==> src/core/dsb_defines.vh <==
`ifndef DSB_DEFINES_VH
`define DSB_DEFINES_VH

// Byte offsets of the registers on the AXI4-Lite slave.
`define DSB_A_CTRL        8'h00
`define DSB_A_PRE_CUR     8'h04
`define DSB_A_PRE_DUR     8'h08
`define DSB_A_STOP_FREQ   8'h0c
`define DSB_A_STOP_WAIT   8'h10
`define DSB_A_STOP_CUR    8'h14
`define DSB_A_STOP_DUR    8'h18
`define DSB_A_DEAD        8'h1c
`define DSB_A_MAX_FREQ    8'h20
`define DSB_A_RAMP_STEP   8'h24
`define DSB_A_TARGET      8'h28
`define DSB_A_RATED_PWR   8'h2c
`define DSB_A_LEARN_SEL   8'h30
`define DSB_A_STATUS      8'h34
`define DSB_A_MP_BASE     8'h40
`define DSB_A_MP_LAST     8'h60
`define DSB_MP_COUNT      4'd9

// Control register fields.
`define DSB_C_START_SEL   0
`define DSB_C_STOP_SEL    1
`define DSB_C_GUARD       2
`define DSB_C_TERM_SRC    3
`define DSB_C_SOFT_RUN    4
`define DSB_C_SOFT_REV    5
`define DSB_CTRL_RST      6'h08

// Upper bounds of settings (0.1 % and 0.1 s units).
`define DSB_CUR_MAX       16'h05dc
`define DSB_DUR_MAX       16'h01f4
`define DSB_DEAD_MAX      16'h8ca0

// Reset values of the other settings.
`define DSB_MAX_FREQ_RST  16'h1388
`define DSB_RAMP_RST      16'h000a
`define DSB_PWR_RST       16'h0000

// Motor parameter defaults loaded when rated power is rewritten.
`define DSB_MP_DEF_0      16'h1388
`define DSB_MP_DEF_1      16'h0000
`define DSB_MP_DEF_2      16'h0000
`define DSB_MP_DEF_3      16'h0000
`define DSB_MP_DEF_4      16'h0001
`define DSB_MP_DEF_5      16'h0001
`define DSB_MP_DEF_6      16'h0001
`define DSB_MP_DEF_7      16'h0001
`define DSB_MP_DEF_8      16'h0001

// Timing: a 0.1 s tick from the 100 ns clock.
`define DSB_TICK_NS       100000000
`define DSB_CLK_PERIOD_NS 100
`define DSB_TICK_CYCLES   24'd1000000
`define DSB_POR_WAIT      2'd3

`endif

==> src/core/dsb_param_mem.v <==
`timescale 1ns/1ps
`include "dsb_defines.vh"

// Motor parameter store: one write port, registered read data.
module dsb_param_mem (
  input wire clk,
  input wire ce,
  input wire we,
  input wire [3:0] waddr,
  input wire [15:0] wdata,
  input wire [3:0] raddr,
  output reg [15:0] rdata
);

  reg [15:0] mem [0:15];

  // Writes and reads happen only while the clock enable is high.
  always @(posedge clk) begin
    if (ce) begin
      if (we) begin
        mem[waddr] <= wdata;
      end
      rdata <= mem[raddr];
    end
  end

endmodule // dsb_param_mem

==> src/core/dsb_sequencer.v <==
`timescale 1ns/1ps
`include "dsb_defines.vh"

module dsb_sequencer #(
  parameter [23:0] TICK_CYCLES = `DSB_TICK_CYCLES
) (
  input wire clk,
  input wire rst,
  input wire ce,
  input wire run_fwd_pin,
  input wire run_rev_pin,
  input wire learn_done,
  input wire [79:0] learn_params,
  input wire [7:0] s_axi_awaddr,
  input wire s_axi_awvalid,
  output reg s_axi_awready,
  input wire [31:0] s_axi_wdata,
  input wire [3:0] s_axi_wstrb,
  input wire s_axi_wvalid,
  output reg s_axi_wready,
  output reg [1:0] s_axi_bresp,
  output reg s_axi_bvalid,
  input wire s_axi_bready,
  input wire [7:0] s_axi_araddr,
  input wire s_axi_arvalid,
  output reg s_axi_arready,
  output reg [31:0] s_axi_rdata,
  output reg [1:0] s_axi_rresp,
  output reg s_axi_rvalid,
  input wire s_axi_rready,
  output reg [15:0] out_freq_r,
  output reg out_dir_r,
  output reg drive_en_r,
  output reg brake_en_r,
  output reg [10:0] brake_level_r,
  output reg [1:0] learn_sel_r
);

  localparam [2:0] S_IDLE = 3'd0;
  localparam [2:0] S_PRE = 3'd1;
  localparam [2:0] S_RUN = 3'd2;
  localparam [2:0] S_REV = 3'd3;
  localparam [2:0] S_DEAD = 3'd4;
  localparam [2:0] S_SRAMP = 3'd5;
  localparam [2:0] S_SWAIT = 3'd6;
  localparam [2:0] S_SBRK = 3'd7;

  // Limits a setting to its upper bound.
  function [15:0] clamp16;
    input [15:0] v;
    input [15:0] m;
    begin
      clamp16 = (v > m) ? m : v;
    end
  endfunction

  // Applies byte strobes of a write to an old register value.
  function [31:0] wmerge;
    input [31:0] old;
    input [31:0] d;
    input [3:0] s;
    integer i;
    begin
      wmerge = old;
      for (i = 0; i < 4; i = i + 1) begin
        if (s[i]) begin
          wmerge[i*8 +: 8] = d[i*8 +: 8];
        end
      end
    end
  endfunction

  // Moves a frequency one step toward a target without overshoot.
  function [15:0] ramp;
    input [15:0] cur;
    input [15:0] tgt;
    input [15:0] step;
    begin
      if (cur < tgt) begin
        ramp = (tgt - cur > step) ? cur + step : tgt;
      end else begin
        ramp = (cur - tgt > step) ? cur - step : tgt;
      end
    end
  endfunction

  // Default motor parameter for a given index.
  function [15:0] mp_default;
    input [3:0] idx;
    begin
      case (idx)
        4'd0: mp_default = `DSB_MP_DEF_0;
        4'd1: mp_default = `DSB_MP_DEF_1;
        4'd2: mp_default = `DSB_MP_DEF_2;
        4'd3: mp_default = `DSB_MP_DEF_3;
        4'd4: mp_default = `DSB_MP_DEF_4;
        4'd5: mp_default = `DSB_MP_DEF_5;
        4'd6: mp_default = `DSB_MP_DEF_6;
        4'd7: mp_default = `DSB_MP_DEF_7;
        default: mp_default = `DSB_MP_DEF_8;
      endcase
    end
  endfunction

  reg [5:0] ctrl_r;
  reg [10:0] pre_cur_r;
  reg [15:0] pre_dur_r;
  reg [15:0] stop_freq_r;
  reg [15:0] stop_wait_r;
  reg [10:0] stop_cur_r;
  reg [15:0] stop_dur_r;
  reg [15:0] dead_r;
  reg [15:0] max_freq_r;
  reg [15:0] ramp_step_r;
  reg [15:0] target_r;
  reg [15:0] rated_pwr_r;
  reg pwr_wr_r;
  reg aw_full_r;
  reg w_full_r;
  reg [7:0] aw_addr_r;
  reg [31:0] w_data_r;
  reg [3:0] w_strb_r;
  reg rd_pend_r;
  reg [7:0] ar_addr_r;
  reg fwd_m_r;
  reg fwd_s_r;
  reg rev_m_r;
  reg rev_s_r;
  reg [1:0] por_cnt_r;
  reg por_done_r;
  reg lock_r;
  reg [2:0] state_r;
  reg [23:0] tick_cnt_r;
  reg [15:0] tmr_r;
  reg eng_busy_r;
  reg eng_mode_r;
  reg [3:0] eng_idx_r;
  reg init_pend_r;
  reg learn_pend_r;
  reg [79:0] learn_cap_r;
  wire [15:0] mp_rdata;

  wire term_src = ctrl_r[`DSB_C_TERM_SRC];
  wire term_any = fwd_s_r | rev_s_r;
  wire run_req = por_done_r & (term_src ? (term_any & ~lock_r) :
                 ctrl_r[`DSB_C_SOFT_RUN]);
  wire dir_req = term_src ? (rev_s_r & ~fwd_s_r) : ctrl_r[`DSB_C_SOFT_REV];
  wire tick = (tick_cnt_r == TICK_CYCLES - 24'd1);
  wire [15:0] brk_freq = clamp16(stop_freq_r, max_freq_r);
  wire [15:0] run_tgt = clamp16(target_r, max_freq_r);
  wire [31:0] wr_val = wmerge(32'h0, w_data_r, w_strb_r);
  wire [31:0] ctrl_mrg = wmerge({26'h0, ctrl_r}, w_data_r, w_strb_r);
  wire [15:0] cur_lim = clamp16(wr_val[15:0], `DSB_CUR_MAX);
  wire wr_mp = (aw_addr_r >= `DSB_A_MP_BASE) && (aw_addr_r <= `DSB_A_MP_LAST);
  wire wr_go = aw_full_r & w_full_r & ~s_axi_bvalid & ~(wr_mp & eng_busy_r);
  wire [7:0] wr_off = aw_addr_r - `DSB_A_MP_BASE;
  wire [7:0] rd_off = s_axi_araddr - `DSB_A_MP_BASE;
  wire [3:0] lidx = eng_idx_r - 4'd4;
  wire [15:0] eng_data = eng_mode_r ? learn_cap_r[{lidx[2:0], 4'h0} +: 16] :
                         mp_default(eng_idx_r);
  wire mem_we = eng_busy_r | (wr_go & wr_mp);
  wire [3:0] mem_waddr = eng_busy_r ? eng_idx_r : wr_off[5:2];
  wire [15:0] mem_wdata = eng_busy_r ? eng_data : w_data_r[15:0];

  dsb_param_mem u_mem (
    .clk(clk),
    .ce(ce),
    .we(mem_we),
    .waddr(mem_waddr),
    .wdata(mem_wdata),
    .raddr(rd_off[5:2]),
    .rdata(mp_rdata)
  );

  // Run terminals pass two flip-flops; power-on sampling follows the wait.
  always @(posedge clk or posedge rst) begin
    if (rst) begin
      fwd_m_r <= 1'b0;
      fwd_s_r <= 1'b0;
      rev_m_r <= 1'b0;
      rev_s_r <= 1'b0;
      por_cnt_r <= 2'd0;
      por_done_r <= 1'b0;
      lock_r <= 1'b0;
    end else if (ce) begin
      fwd_m_r <= run_fwd_pin;
      fwd_s_r <= fwd_m_r;
      rev_m_r <= run_rev_pin;
      rev_s_r <= rev_m_r;
      if (!por_done_r) begin
        if (por_cnt_r == `DSB_POR_WAIT) begin
          por_done_r <= 1'b1;
          // Lock only under terminal control with the guard at zero.
          lock_r <= term_src & ~ctrl_r[`DSB_C_GUARD] & term_any;
        end else begin
          por_cnt_r <= por_cnt_r + 2'd1;
        end
      end else if (!term_any) begin
        lock_r <= 1'b0;
      end
    end
  end

  // AXI4-Lite write channel and register stores.
  always @(posedge clk or posedge rst) begin
    if (rst) begin
      s_axi_awready <= 1'b1;
      s_axi_wready <= 1'b1;
      s_axi_bvalid <= 1'b0;
      s_axi_bresp <= 2'b00;
      aw_full_r <= 1'b0;
      w_full_r <= 1'b0;
      aw_addr_r <= 8'h00;
      w_data_r <= 32'h0;
      w_strb_r <= 4'h0;
      ctrl_r <= `DSB_CTRL_RST;
      pre_cur_r <= 11'h000;
      pre_dur_r <= 16'h0000;
      stop_freq_r <= 16'h0000;
      stop_wait_r <= 16'h0000;
      stop_cur_r <= 11'h000;
      stop_dur_r <= 16'h0000;
      dead_r <= 16'h0000;
      max_freq_r <= `DSB_MAX_FREQ_RST;
      ramp_step_r <= `DSB_RAMP_RST;
      target_r <= 16'h0000;
      rated_pwr_r <= `DSB_PWR_RST;
      learn_sel_r <= 2'b00;
      pwr_wr_r <= 1'b0;
    end else if (ce) begin
      pwr_wr_r <= 1'b0;
      if (learn_done) begin
        learn_sel_r <= 2'b00;
      end
      if (s_axi_awvalid && s_axi_awready) begin
        aw_addr_r <= s_axi_awaddr;
        aw_full_r <= 1'b1;
        s_axi_awready <= 1'b0;
      end
      if (s_axi_wvalid && s_axi_wready) begin
        w_data_r <= s_axi_wdata;
        w_strb_r <= s_axi_wstrb;
        w_full_r <= 1'b1;
        s_axi_wready <= 1'b0;
      end
      if (s_axi_bvalid && s_axi_bready) begin
        s_axi_bvalid <= 1'b0;
      end
      if (wr_go) begin
        aw_full_r <= 1'b0;
        w_full_r <= 1'b0;
        s_axi_awready <= 1'b1;
        s_axi_wready <= 1'b1;
        s_axi_bvalid <= 1'b1;
        s_axi_bresp <= 2'b00;
        case (aw_addr_r)
          `DSB_A_CTRL: ctrl_r <= ctrl_mrg[5:0];
          `DSB_A_PRE_CUR: pre_cur_r <= cur_lim[10:0];
          `DSB_A_PRE_DUR: pre_dur_r <= clamp16(wr_val[15:0], `DSB_DUR_MAX);
          `DSB_A_STOP_FREQ: stop_freq_r <= wr_val[15:0];
          `DSB_A_STOP_WAIT: stop_wait_r <= clamp16(wr_val[15:0], `DSB_DUR_MAX);
          `DSB_A_STOP_CUR: stop_cur_r <= cur_lim[10:0];
          `DSB_A_STOP_DUR:
            stop_dur_r <= clamp16(wr_val[15:0], `DSB_DUR_MAX);
          `DSB_A_DEAD: dead_r <= clamp16(wr_val[15:0], `DSB_DEAD_MAX);
          `DSB_A_MAX_FREQ: max_freq_r <= wr_val[15:0];
          `DSB_A_RAMP_STEP: ramp_step_r <= wr_val[15:0];
          `DSB_A_TARGET: target_r <= wr_val[15:0];
          `DSB_A_RATED_PWR: begin
            rated_pwr_r <= wr_val[15:0];
            pwr_wr_r <= 1'b1;
          end
          `DSB_A_LEARN_SEL: learn_sel_r <= wr_val[1:0];
          default: begin
            if (!wr_mp || wr_off[1:0] != 2'b00) begin
              s_axi_bresp <= 2'b10;
            end
          end
        endcase
      end
    end
  end

  // AXI4-Lite read channel; every read answers two cycles after it is taken.
  always @(posedge clk or posedge rst) begin
    if (rst) begin
      s_axi_arready <= 1'b1;
      s_axi_rvalid <= 1'b0;
      s_axi_rdata <= 32'h0;
      s_axi_rresp <= 2'b00;
      rd_pend_r <= 1'b0;
      ar_addr_r <= 8'h00;
    end else if (ce) begin
      if (s_axi_arvalid && s_axi_arready) begin
        ar_addr_r <= s_axi_araddr;
        rd_pend_r <= 1'b1;
        s_axi_arready <= 1'b0;
      end
      if (rd_pend_r) begin
        rd_pend_r <= 1'b0;
        s_axi_rvalid <= 1'b1;
        s_axi_rresp <= 2'b00;
        case (ar_addr_r)
          `DSB_A_CTRL: s_axi_rdata <= {26'h0, ctrl_r};
          `DSB_A_PRE_CUR: s_axi_rdata <= {21'h0, pre_cur_r};
          `DSB_A_PRE_DUR: s_axi_rdata <= {16'h0, pre_dur_r};
          `DSB_A_STOP_FREQ: s_axi_rdata <= {16'h0, stop_freq_r};
          `DSB_A_STOP_WAIT: s_axi_rdata <= {16'h0, stop_wait_r};
          `DSB_A_STOP_CUR: s_axi_rdata <= {21'h0, stop_cur_r};
          `DSB_A_STOP_DUR: s_axi_rdata <= {16'h0, stop_dur_r};
          `DSB_A_DEAD: s_axi_rdata <= {16'h0, dead_r};
          `DSB_A_MAX_FREQ: s_axi_rdata <= {16'h0, max_freq_r};
          `DSB_A_RAMP_STEP: s_axi_rdata <= {16'h0, ramp_step_r};
          `DSB_A_TARGET: s_axi_rdata <= {16'h0, target_r};
          `DSB_A_RATED_PWR: s_axi_rdata <= {16'h0, rated_pwr_r};
          `DSB_A_LEARN_SEL: s_axi_rdata <= {30'h0, learn_sel_r};
          `DSB_A_STATUS: s_axi_rdata <= {6'h0, lock_r, eng_busy_r,
                                         brake_en_r, drive_en_r, out_dir_r,
                                         2'b00, state_r, out_freq_r};
          default: begin
            s_axi_rdata <= {16'h0, mp_rdata};
            if (ar_addr_r < `DSB_A_MP_BASE || ar_addr_r > `DSB_A_MP_LAST ||
                ar_addr_r[1:0] != 2'b00) begin
              s_axi_rdata <= 32'h0;
              s_axi_rresp <= 2'b10;
            end
          end
        endcase
      end
      if (s_axi_rvalid && s_axi_rready) begin
        s_axi_rvalid <= 1'b0;
        s_axi_arready <= 1'b1;
      end
    end
  end

  // Parameter engine: reload defaults or store identified values.
  always @(posedge clk or posedge rst) begin
    if (rst) begin
      eng_busy_r <= 1'b0;
      eng_mode_r <= 1'b0;
      eng_idx_r <= 4'd0;
      init_pend_r <= 1'b0;
      learn_pend_r <= 1'b0;
      learn_cap_r <= 80'h0;
    end else if (ce) begin
      if (learn_done) begin
        learn_cap_r <= learn_params;
      end
      if (eng_busy_r) begin
        if (eng_idx_r == `DSB_MP_COUNT - 4'd1) begin
          eng_busy_r <= 1'b0;
        end else begin
          eng_idx_r <= eng_idx_r + 4'd1;
        end
      end else if (learn_pend_r) begin
        eng_busy_r <= 1'b1;
        eng_mode_r <= 1'b1;
        eng_idx_r <= 4'd4;
      end else if (init_pend_r) begin
        eng_busy_r <= 1'b1;
        eng_mode_r <= 1'b0;
        eng_idx_r <= 4'd0;
      end
      // A new request wins over the clear of its pending flag.
      if (!eng_busy_r && learn_pend_r) begin
        learn_pend_r <= learn_done;
      end else if (learn_done) begin
        learn_pend_r <= 1'b1;
      end
      if (!eng_busy_r && !learn_pend_r && init_pend_r) begin
        init_pend_r <= pwr_wr_r;
      end else if (pwr_wr_r) begin
        init_pend_r <= 1'b1;
      end
    end
  end

  // Start, run, reversal and stop sequencing on 0.1 s ticks.
  always @(posedge clk or posedge rst) begin
    if (rst) begin
      state_r <= S_IDLE;
      tick_cnt_r <= 24'd0;
      tmr_r <= 16'h0000;
      out_freq_r <= 16'h0000;
      out_dir_r <= 1'b0;
      drive_en_r <= 1'b0;
      brake_en_r <= 1'b0;
      brake_level_r <= 11'h000;
    end else if (ce) begin
      tick_cnt_r <= tick ? 24'd0 : tick_cnt_r + 24'd1;
      case (state_r)
        S_IDLE: begin
          drive_en_r <= 1'b0;
          brake_en_r <= 1'b0;
          out_freq_r <= 16'h0000;
          if (run_req) begin
            out_dir_r <= dir_req;
            drive_en_r <= 1'b1;
            tick_cnt_r <= 24'd0;
            if (ctrl_r[`DSB_C_START_SEL] && pre_dur_r != 16'h0000) begin
              state_r <= S_PRE;
              tmr_r <= pre_dur_r;
              brake_en_r <= 1'b1;
              brake_level_r <= pre_cur_r;
            end else begin
              state_r <= S_RUN;
            end
          end
        end
        S_PRE: begin
          if (!run_req) begin
            state_r <= S_IDLE;
            drive_en_r <= 1'b0;
            brake_en_r <= 1'b0;
          end else if (tick) begin
            if (tmr_r <= 16'h0001) begin
              state_r <= S_RUN;
              brake_en_r <= 1'b0;
            end else begin
              tmr_r <= tmr_r - 16'h0001;
            end
          end
        end
        S_RUN, S_REV: begin
          if (!run_req) begin
            tick_cnt_r <= 24'd0;
            if (ctrl_r[`DSB_C_STOP_SEL]) begin
              state_r <= S_IDLE;
              drive_en_r <= 1'b0;
              out_freq_r <= 16'h0000;
            end else begin
              state_r <= S_SRAMP;
            end
          end else if (dir_req != out_dir_r) begin
            state_r <= S_REV;
            if (out_freq_r == 16'h0000) begin
              state_r <= (dead_r == 16'h0000) ? S_RUN : S_DEAD;
              out_dir_r <= (dead_r == 16'h0000) ? dir_req : out_dir_r;
              tmr_r <= dead_r;
              tick_cnt_r <= 24'd0;
            end else if (tick) begin
              out_freq_r <= ramp(out_freq_r, 16'h0000, ramp_step_r);
            end
          end else begin
            state_r <= S_RUN;
            if (tick) begin
              out_freq_r <= ramp(out_freq_r, run_tgt, ramp_step_r);
            end
          end
        end
        S_DEAD: begin
          out_freq_r <= 16'h0000;
          if (!run_req) begin
            state_r <= S_IDLE;
            drive_en_r <= 1'b0;
          end else if (dir_req == out_dir_r) begin
            state_r <= S_RUN;
          end else if (tick) begin
            if (tmr_r <= 16'h0001) begin
              state_r <= S_RUN;
              out_dir_r <= dir_req;
            end else begin
              tmr_r <= tmr_r - 16'h0001;
            end
          end
        end
        S_SRAMP: begin
          if (run_req) begin
            state_r <= S_RUN;
          end else if (stop_dur_r != 16'h0000 && out_freq_r <= brk_freq) begin
            out_freq_r <= 16'h0000;
            tick_cnt_r <= 24'd0;
            if (stop_wait_r != 16'h0000) begin
              state_r <= S_SWAIT;
              tmr_r <= stop_wait_r;
              drive_en_r <= 1'b0;
            end else begin
              state_r <= S_SBRK;
              tmr_r <= stop_dur_r;
              brake_en_r <= 1'b1;
              brake_level_r <= stop_cur_r;
            end
          end else if (out_freq_r == 16'h0000) begin
            state_r <= S_IDLE;
            drive_en_r <= 1'b0;
          end else if (tick) begin
            out_freq_r <= ramp(out_freq_r, 16'h0000, ramp_step_r);
          end
        end
        S_SWAIT: begin
          if (tick) begin
            if (tmr_r <= 16'h0001) begin
              state_r <= S_SBRK;
              tmr_r <= stop_dur_r;
              drive_en_r <= 1'b1;
              brake_en_r <= 1'b1;
              brake_level_r <= stop_cur_r;
            end else begin
              tmr_r <= tmr_r - 16'h0001;
            end
          end
        end
        default: begin
          if (tick) begin
            if (tmr_r <= 16'h0001) begin
              state_r <= S_IDLE;
              drive_en_r <= 1'b0;
              brake_en_r <= 1'b0;
            end else begin
              tmr_r <= tmr_r - 16'h0001;
            end
          end
        end
      endcase
    end
  end

endmodule // dsb_sequencer

==> config.mk <==
export PLATFORM = sky130hd
export DESIGN_NAME = dsb_sequencer
export DESIGN_NICKNAME = d
export VERILOG_FILES = /design/src/core/dsb_param_mem.v /design/src/core/dsb_sequencer.v
export VERILOG_INCLUDE_DIRS = /design/src /design/src/core
export SDC_FILE = /design/constraint.sdc
export NUM_CORES = 2
export LEC_CHECK = 0
export ABC_AREA = 1
export BUFFER_PORTS_ARGS = -buffer_cell sky130_fd_sc_hd__buf_2
export CAP_MARGIN = 10
export CORE_MARGIN = 3
export CORE_UTILIZATION = 35
export DETAILED_ROUTE_END_ITERATION = 8
export GPL_ROUTABILITY_DRIVEN = 1
export SETUP_SLACK_MARGIN = 0.4
export SYNTH_ARGS = -nofsm -noshare
export SYNTH_HDL_FRONTEND = slang
export SYNTH_SLANG_ARGS = --single-unit
export TNS_END_PERCENT = 20
==> constraint.sdc <==
create_clock -name clk -period 18.2 [get_ports clk]
set_input_delay 2.73 -clock clk [delete_from_list [all_inputs] [get_ports clk]]
set_output_delay 2.73 -clock clk [all_outputs]
set_load 0.005 [all_outputs]
==> results by group <==
Clocking
  • Root Driver: clkbuf_16
  • TritonCTS clock tree: yes
  • Postcts setup bufs: 0
  • Clk Latency, worst-skew pair: 0.65 ns
  • Sinks on the clock net: 684
  • CTS H-tree depth: 3
  • Resized cells post-CTS: 0
  • Cts hold-fix bufs: 0
  • Num CTS Buffers: 75
  • Clk slew on worst S/H paths: 0.06 ns
  • Maximum clock path buffer count: 3

Die
  • Initial core utilization: 0.355
  • IO Pins: 216
  • FP Rows: 119
  • Total core area: 106000 µm²
  • Die Ht: 333 µm
  • Die Wd: 333 µm
  • Die area: 111000 µm²

Final layout
  • Most common cell after layout, fill and taps aside: nand2_1
  • ANT cells: 0
  • Share of cells above drive strength 1: 0.108
  • Area grow syn2layout: 13.1%
  • Final instance area: 42500 µm²
  • Most frequent cells in the layout: nand2_1 (908), inv_1 (540), o21ai_0 (481), dfrtp_1 (401), edfxtp_1 (272)
  • Fin nets: 4808

Outcome
  • Outcome: complete, no violations

Setup path
  • Crit-path max FO: 25
  • Setup CP Type: flip-flop to flip-flop
  • Crit-path most repeated cell: nand2_1
  • Crit start category: flip-flop
  • CP max stage delay: 0.71 ns
  • Worst endpoint data arrival time: 8.78 ns
  • Slowest CP cell: o21ai_0
  • Worst Path Required: 18.78 ns
  • Crit end category: flip-flop

Synthesis
  • Post-synth EDFFs: 272
  • Synthesized flop and latch total: 684
  • Cell Area, Synth: 37500 µm²
  • Top FF cell, synth: dfrtp_1
  • Seq/Total Area, Yosys: 0.493
  • Ys async rst share: 0.602
  • Post-Synthesis Cells: 4380
  • Syn. warnings: 0
  • Mean Syn Cell Area: 8.57 µm²
  • Synth cell types: 59

Power
  • Net Sw Power: 2.87 mW
  • Clk pwr share: 0.240
  • Logic pwr share: 0.430
  • Power Dens Cells: 155 nW/µm²
  • Leakage: 19.0 nW
  • Share of power burned in registers: 0.330
  • Maximum vdd ir drop: 0.000100 V
  • Internal Power: 3.74 mW
  • Sw Ratio: 0.434

Timing
  • Pins Over Slew Limit: 0
  • Relative slew margins: 0.119
  • Worst slew pin tran: 1.32 ns
  • RSZ-0062 raised after global routing: no
  • Min Tclk post-route: 8.20 ns
  • Max Clk Rate: 0.122 GHz
  • Final setup viols: 0
  • Final hold vios: 0
  • Setup TNS Final: 0 ns
  • Period utilisation layout: 0.450
  • Clk_skew: 0.0427 ns

Job
  • Max-cap viol count: 0

Drt
  • Final WL: 130000 µm
  • DR WL/cell: 21.9 µm
  • DRT antenna net count: 0
  • Routed vias/inst: 5.43
  • DRC: 0
  • Drt pass-1 iters: 6
  • Via Count: 32.4k
  • DRT iter0 DRCs: 3580

Placed design
  • Port bufs: 187
  • Post-DP HPWL: 94800 µm
  • Post-DP Area: 39900 µm²
  • Routability Congestion: 1.02

GRT
  • Final global-route overflow total: 0
  • Vias in the first global route: 30.4k
  • Initial antenna violation count: 5
  • Largest net degree at the start of global routing: 140
  • First-pass GRT wire length: 195000 µm
  • GR Util All Layers: 0.230

Hold path
  • Hold Crit Class: flip-flop to flip-flop
==> area by class of cell <==
| class | instances | area, µm² |
|---|---|---|
| flip-flops and latches | 684 | 18500 |
| repair buffers | 245 | 1380 |
| clock buffers | 107 | 2180 |
| well taps | 1391 | 1740 |
| clock inverters | 29 | 385 |
| multi-input cells | 2948 | 16200 |
| inverters | 560 | 2110 |
| fillers | 10600 | 63400 |
==> cell families (layout without fill, tap and decap cells) <==
kind of cell | after synthesis | count (layout) | share of synthesized area
other | 1 | 10 | 0.0000999
AO/OA/AOI/OAI | 1022 | 1022 | 0.151
flip-flops | 684 | 684 | 0.493
multiplexers | 123 | 123 | 0.0347
buffers and inverters | 757 | 941 | 0.0787
XOR/XNOR | 65 | 65 | 0.0154
AND/OR/NAND/NOR | 1577 | 1577 | 0.176
adder cells (fa/ha/maj) | 151 | 151 | 0.0511
==> per-stage QoR <==
stage,setup WS (ns),power (mW),cells,util,hold WS [ns]
floorplan,4.02,3.97,4389,-,0.436
global placement,10.19,4.95,5827,0.377,0.452
detailed placement,10.10,4.98,5827,0.377,0.454
CTS,10.08,6.58,5963,0.401,0.469
global route,9.43,7.03,5964,0.401,0.497
finish,10.00,6.60,5964,0.401,0.470
==> registers in the layout, summed over array words and instances, names as in the netlist, 4 cells and up <==
register	flops
ctrl_r	6
u_mem.rdata	16
u_mem.mem	256
ramp_step_r	16
s_axi_rdata	24
tmr_r	16
eng_idx_r	4
ar_addr_r	8
learn_cap_r	80
brake_level_r	11
dead_r	16
aw_addr_r	8
out_freq_r	16
max_freq_r	16
pre_cur_r	11
stop_wait_r	16
target_r	16
stop_dur_r	16
tick_cnt_r	24
stop_cur_r	11
rated_pwr_r	16
w_data_r	16
pre_dur_r	16
stop_freq_r	16
==> cell usage after synthesis, types with 4 or more instances <==
cell type | n | area (µm²)
xnor2_1 | 12 | 105
buf_4 | 12 | 90.1
a31oi_1 | 10 | 62.6
o21bai_1 | 5 | 37.5
edfxtp_1 | 272 | 8170
buf_2 | 37 | 185
inv_1 | 542 | 2030
nor4_1 | 29 | 181
nand3_1 | 262 | 1310
nand4_1 | 49 | 307
nor2_2 | 6 | 37.5
clkbuf_1 | 125 | 469
a221oi_1 | 5 | 43.8
dfstp_2 | 11 | 289
fa_1 | 4 | 80.1
o21ai_2 | 6 | 52.6
a21oi_1 | 259 | 1300
mux2_2 | 58 | 653
dfrtp_1 | 401 | 10000
o21ai_1 | 14 | 70.1
nor3_2 | 4 | 40.0
a21o_1 | 13 | 97.6
mux2i_1 | 65 | 651
nand2_1 | 909 | 3410
ha_1 | 147 | 1840
nor2_1 | 253 | 950
o22ai_1 | 98 | 613
o2111ai_1 | 5 | 43.8
nor3_1 | 47 | 235
buf_1 | 20 | 75.1
inv_2 | 9 | 33.8
o21a_1 | 8 | 60.1
o221ai_1 | 5 | 43.8
o21ai_0 | 491 | 2460
clkinv_1 | 9 | 33.8
xor2_1 | 52 | 455
a22oi_1 | 6 | 45.0
o211ai_1 | 81 | 608
or2_2 | 4 | 25.0
and2_1 | 4 | 25.0
==> power groups by stage <==
stage | registers (mW) | clock network [mW] | logic (mW)
after global routing | 2.20 | 1.67 | 3.16
after floorplan | 2.12 | 0 | 1.86
after CTS | 2.17 | 1.61 | 2.80
after detailed placement | 2.20 | 0 | 2.78
final | 2.18 | 1.59 | 2.84
after global placement | 2.20 | 0 | 2.75
==> final timing paths <==
path                                                 from                         to  slack (ns)  depth (start not counted)
max in group asynchronous                             rst   w_data_r[13]$_DFFE_PP0P_       13.82                          4
worst max register to register  max_freq_r[9]$_DFFE_PP1P_  out_freq_r[6]$_DFFE_PP0P_       10.00                         30
worst min-delay path                  rev_m_r$_DFFE_PP0P_        rev_m_r$_DFFE_PP0P_        0.47                          2
worst min register to register        rev_m_r$_DFFE_PP0P_        rev_m_r$_DFFE_PP0P_        0.47                          2
min in group asynchronous                             rst        fwd_m_r$_DFFE_PP0P_        2.32                          2
worst max-delay path            max_freq_r[9]$_DFFE_PP1P_  out_freq_r[6]$_DFFE_PP0P_       10.00                         30
==> metal layers <==
layer,vias to the layer above,global-route usage,share of wire
met5,-,0,0.00053
met1,15600,0.320,0.43
li1,15100,-,-
met4,10,0.100,0.044
met2,1369,0.351,0.44
met3,278,0.0397,0.083
==> critical path, delay by kind of cell, from the launching register on <==
kind | cells | cell delay (ns)
DFF | 1 | 0.52
AOI/OAI and AO/OA | 5 | 1.84
buffers and inverters | 5 | 0.85
adders and majority gates | 4 | 1.25
and+or+nand+nor | 15 | 3.49
xor gates and xnor gates | 1 | 0.18
Note: power is estimated with default switching activity, not from simulation.
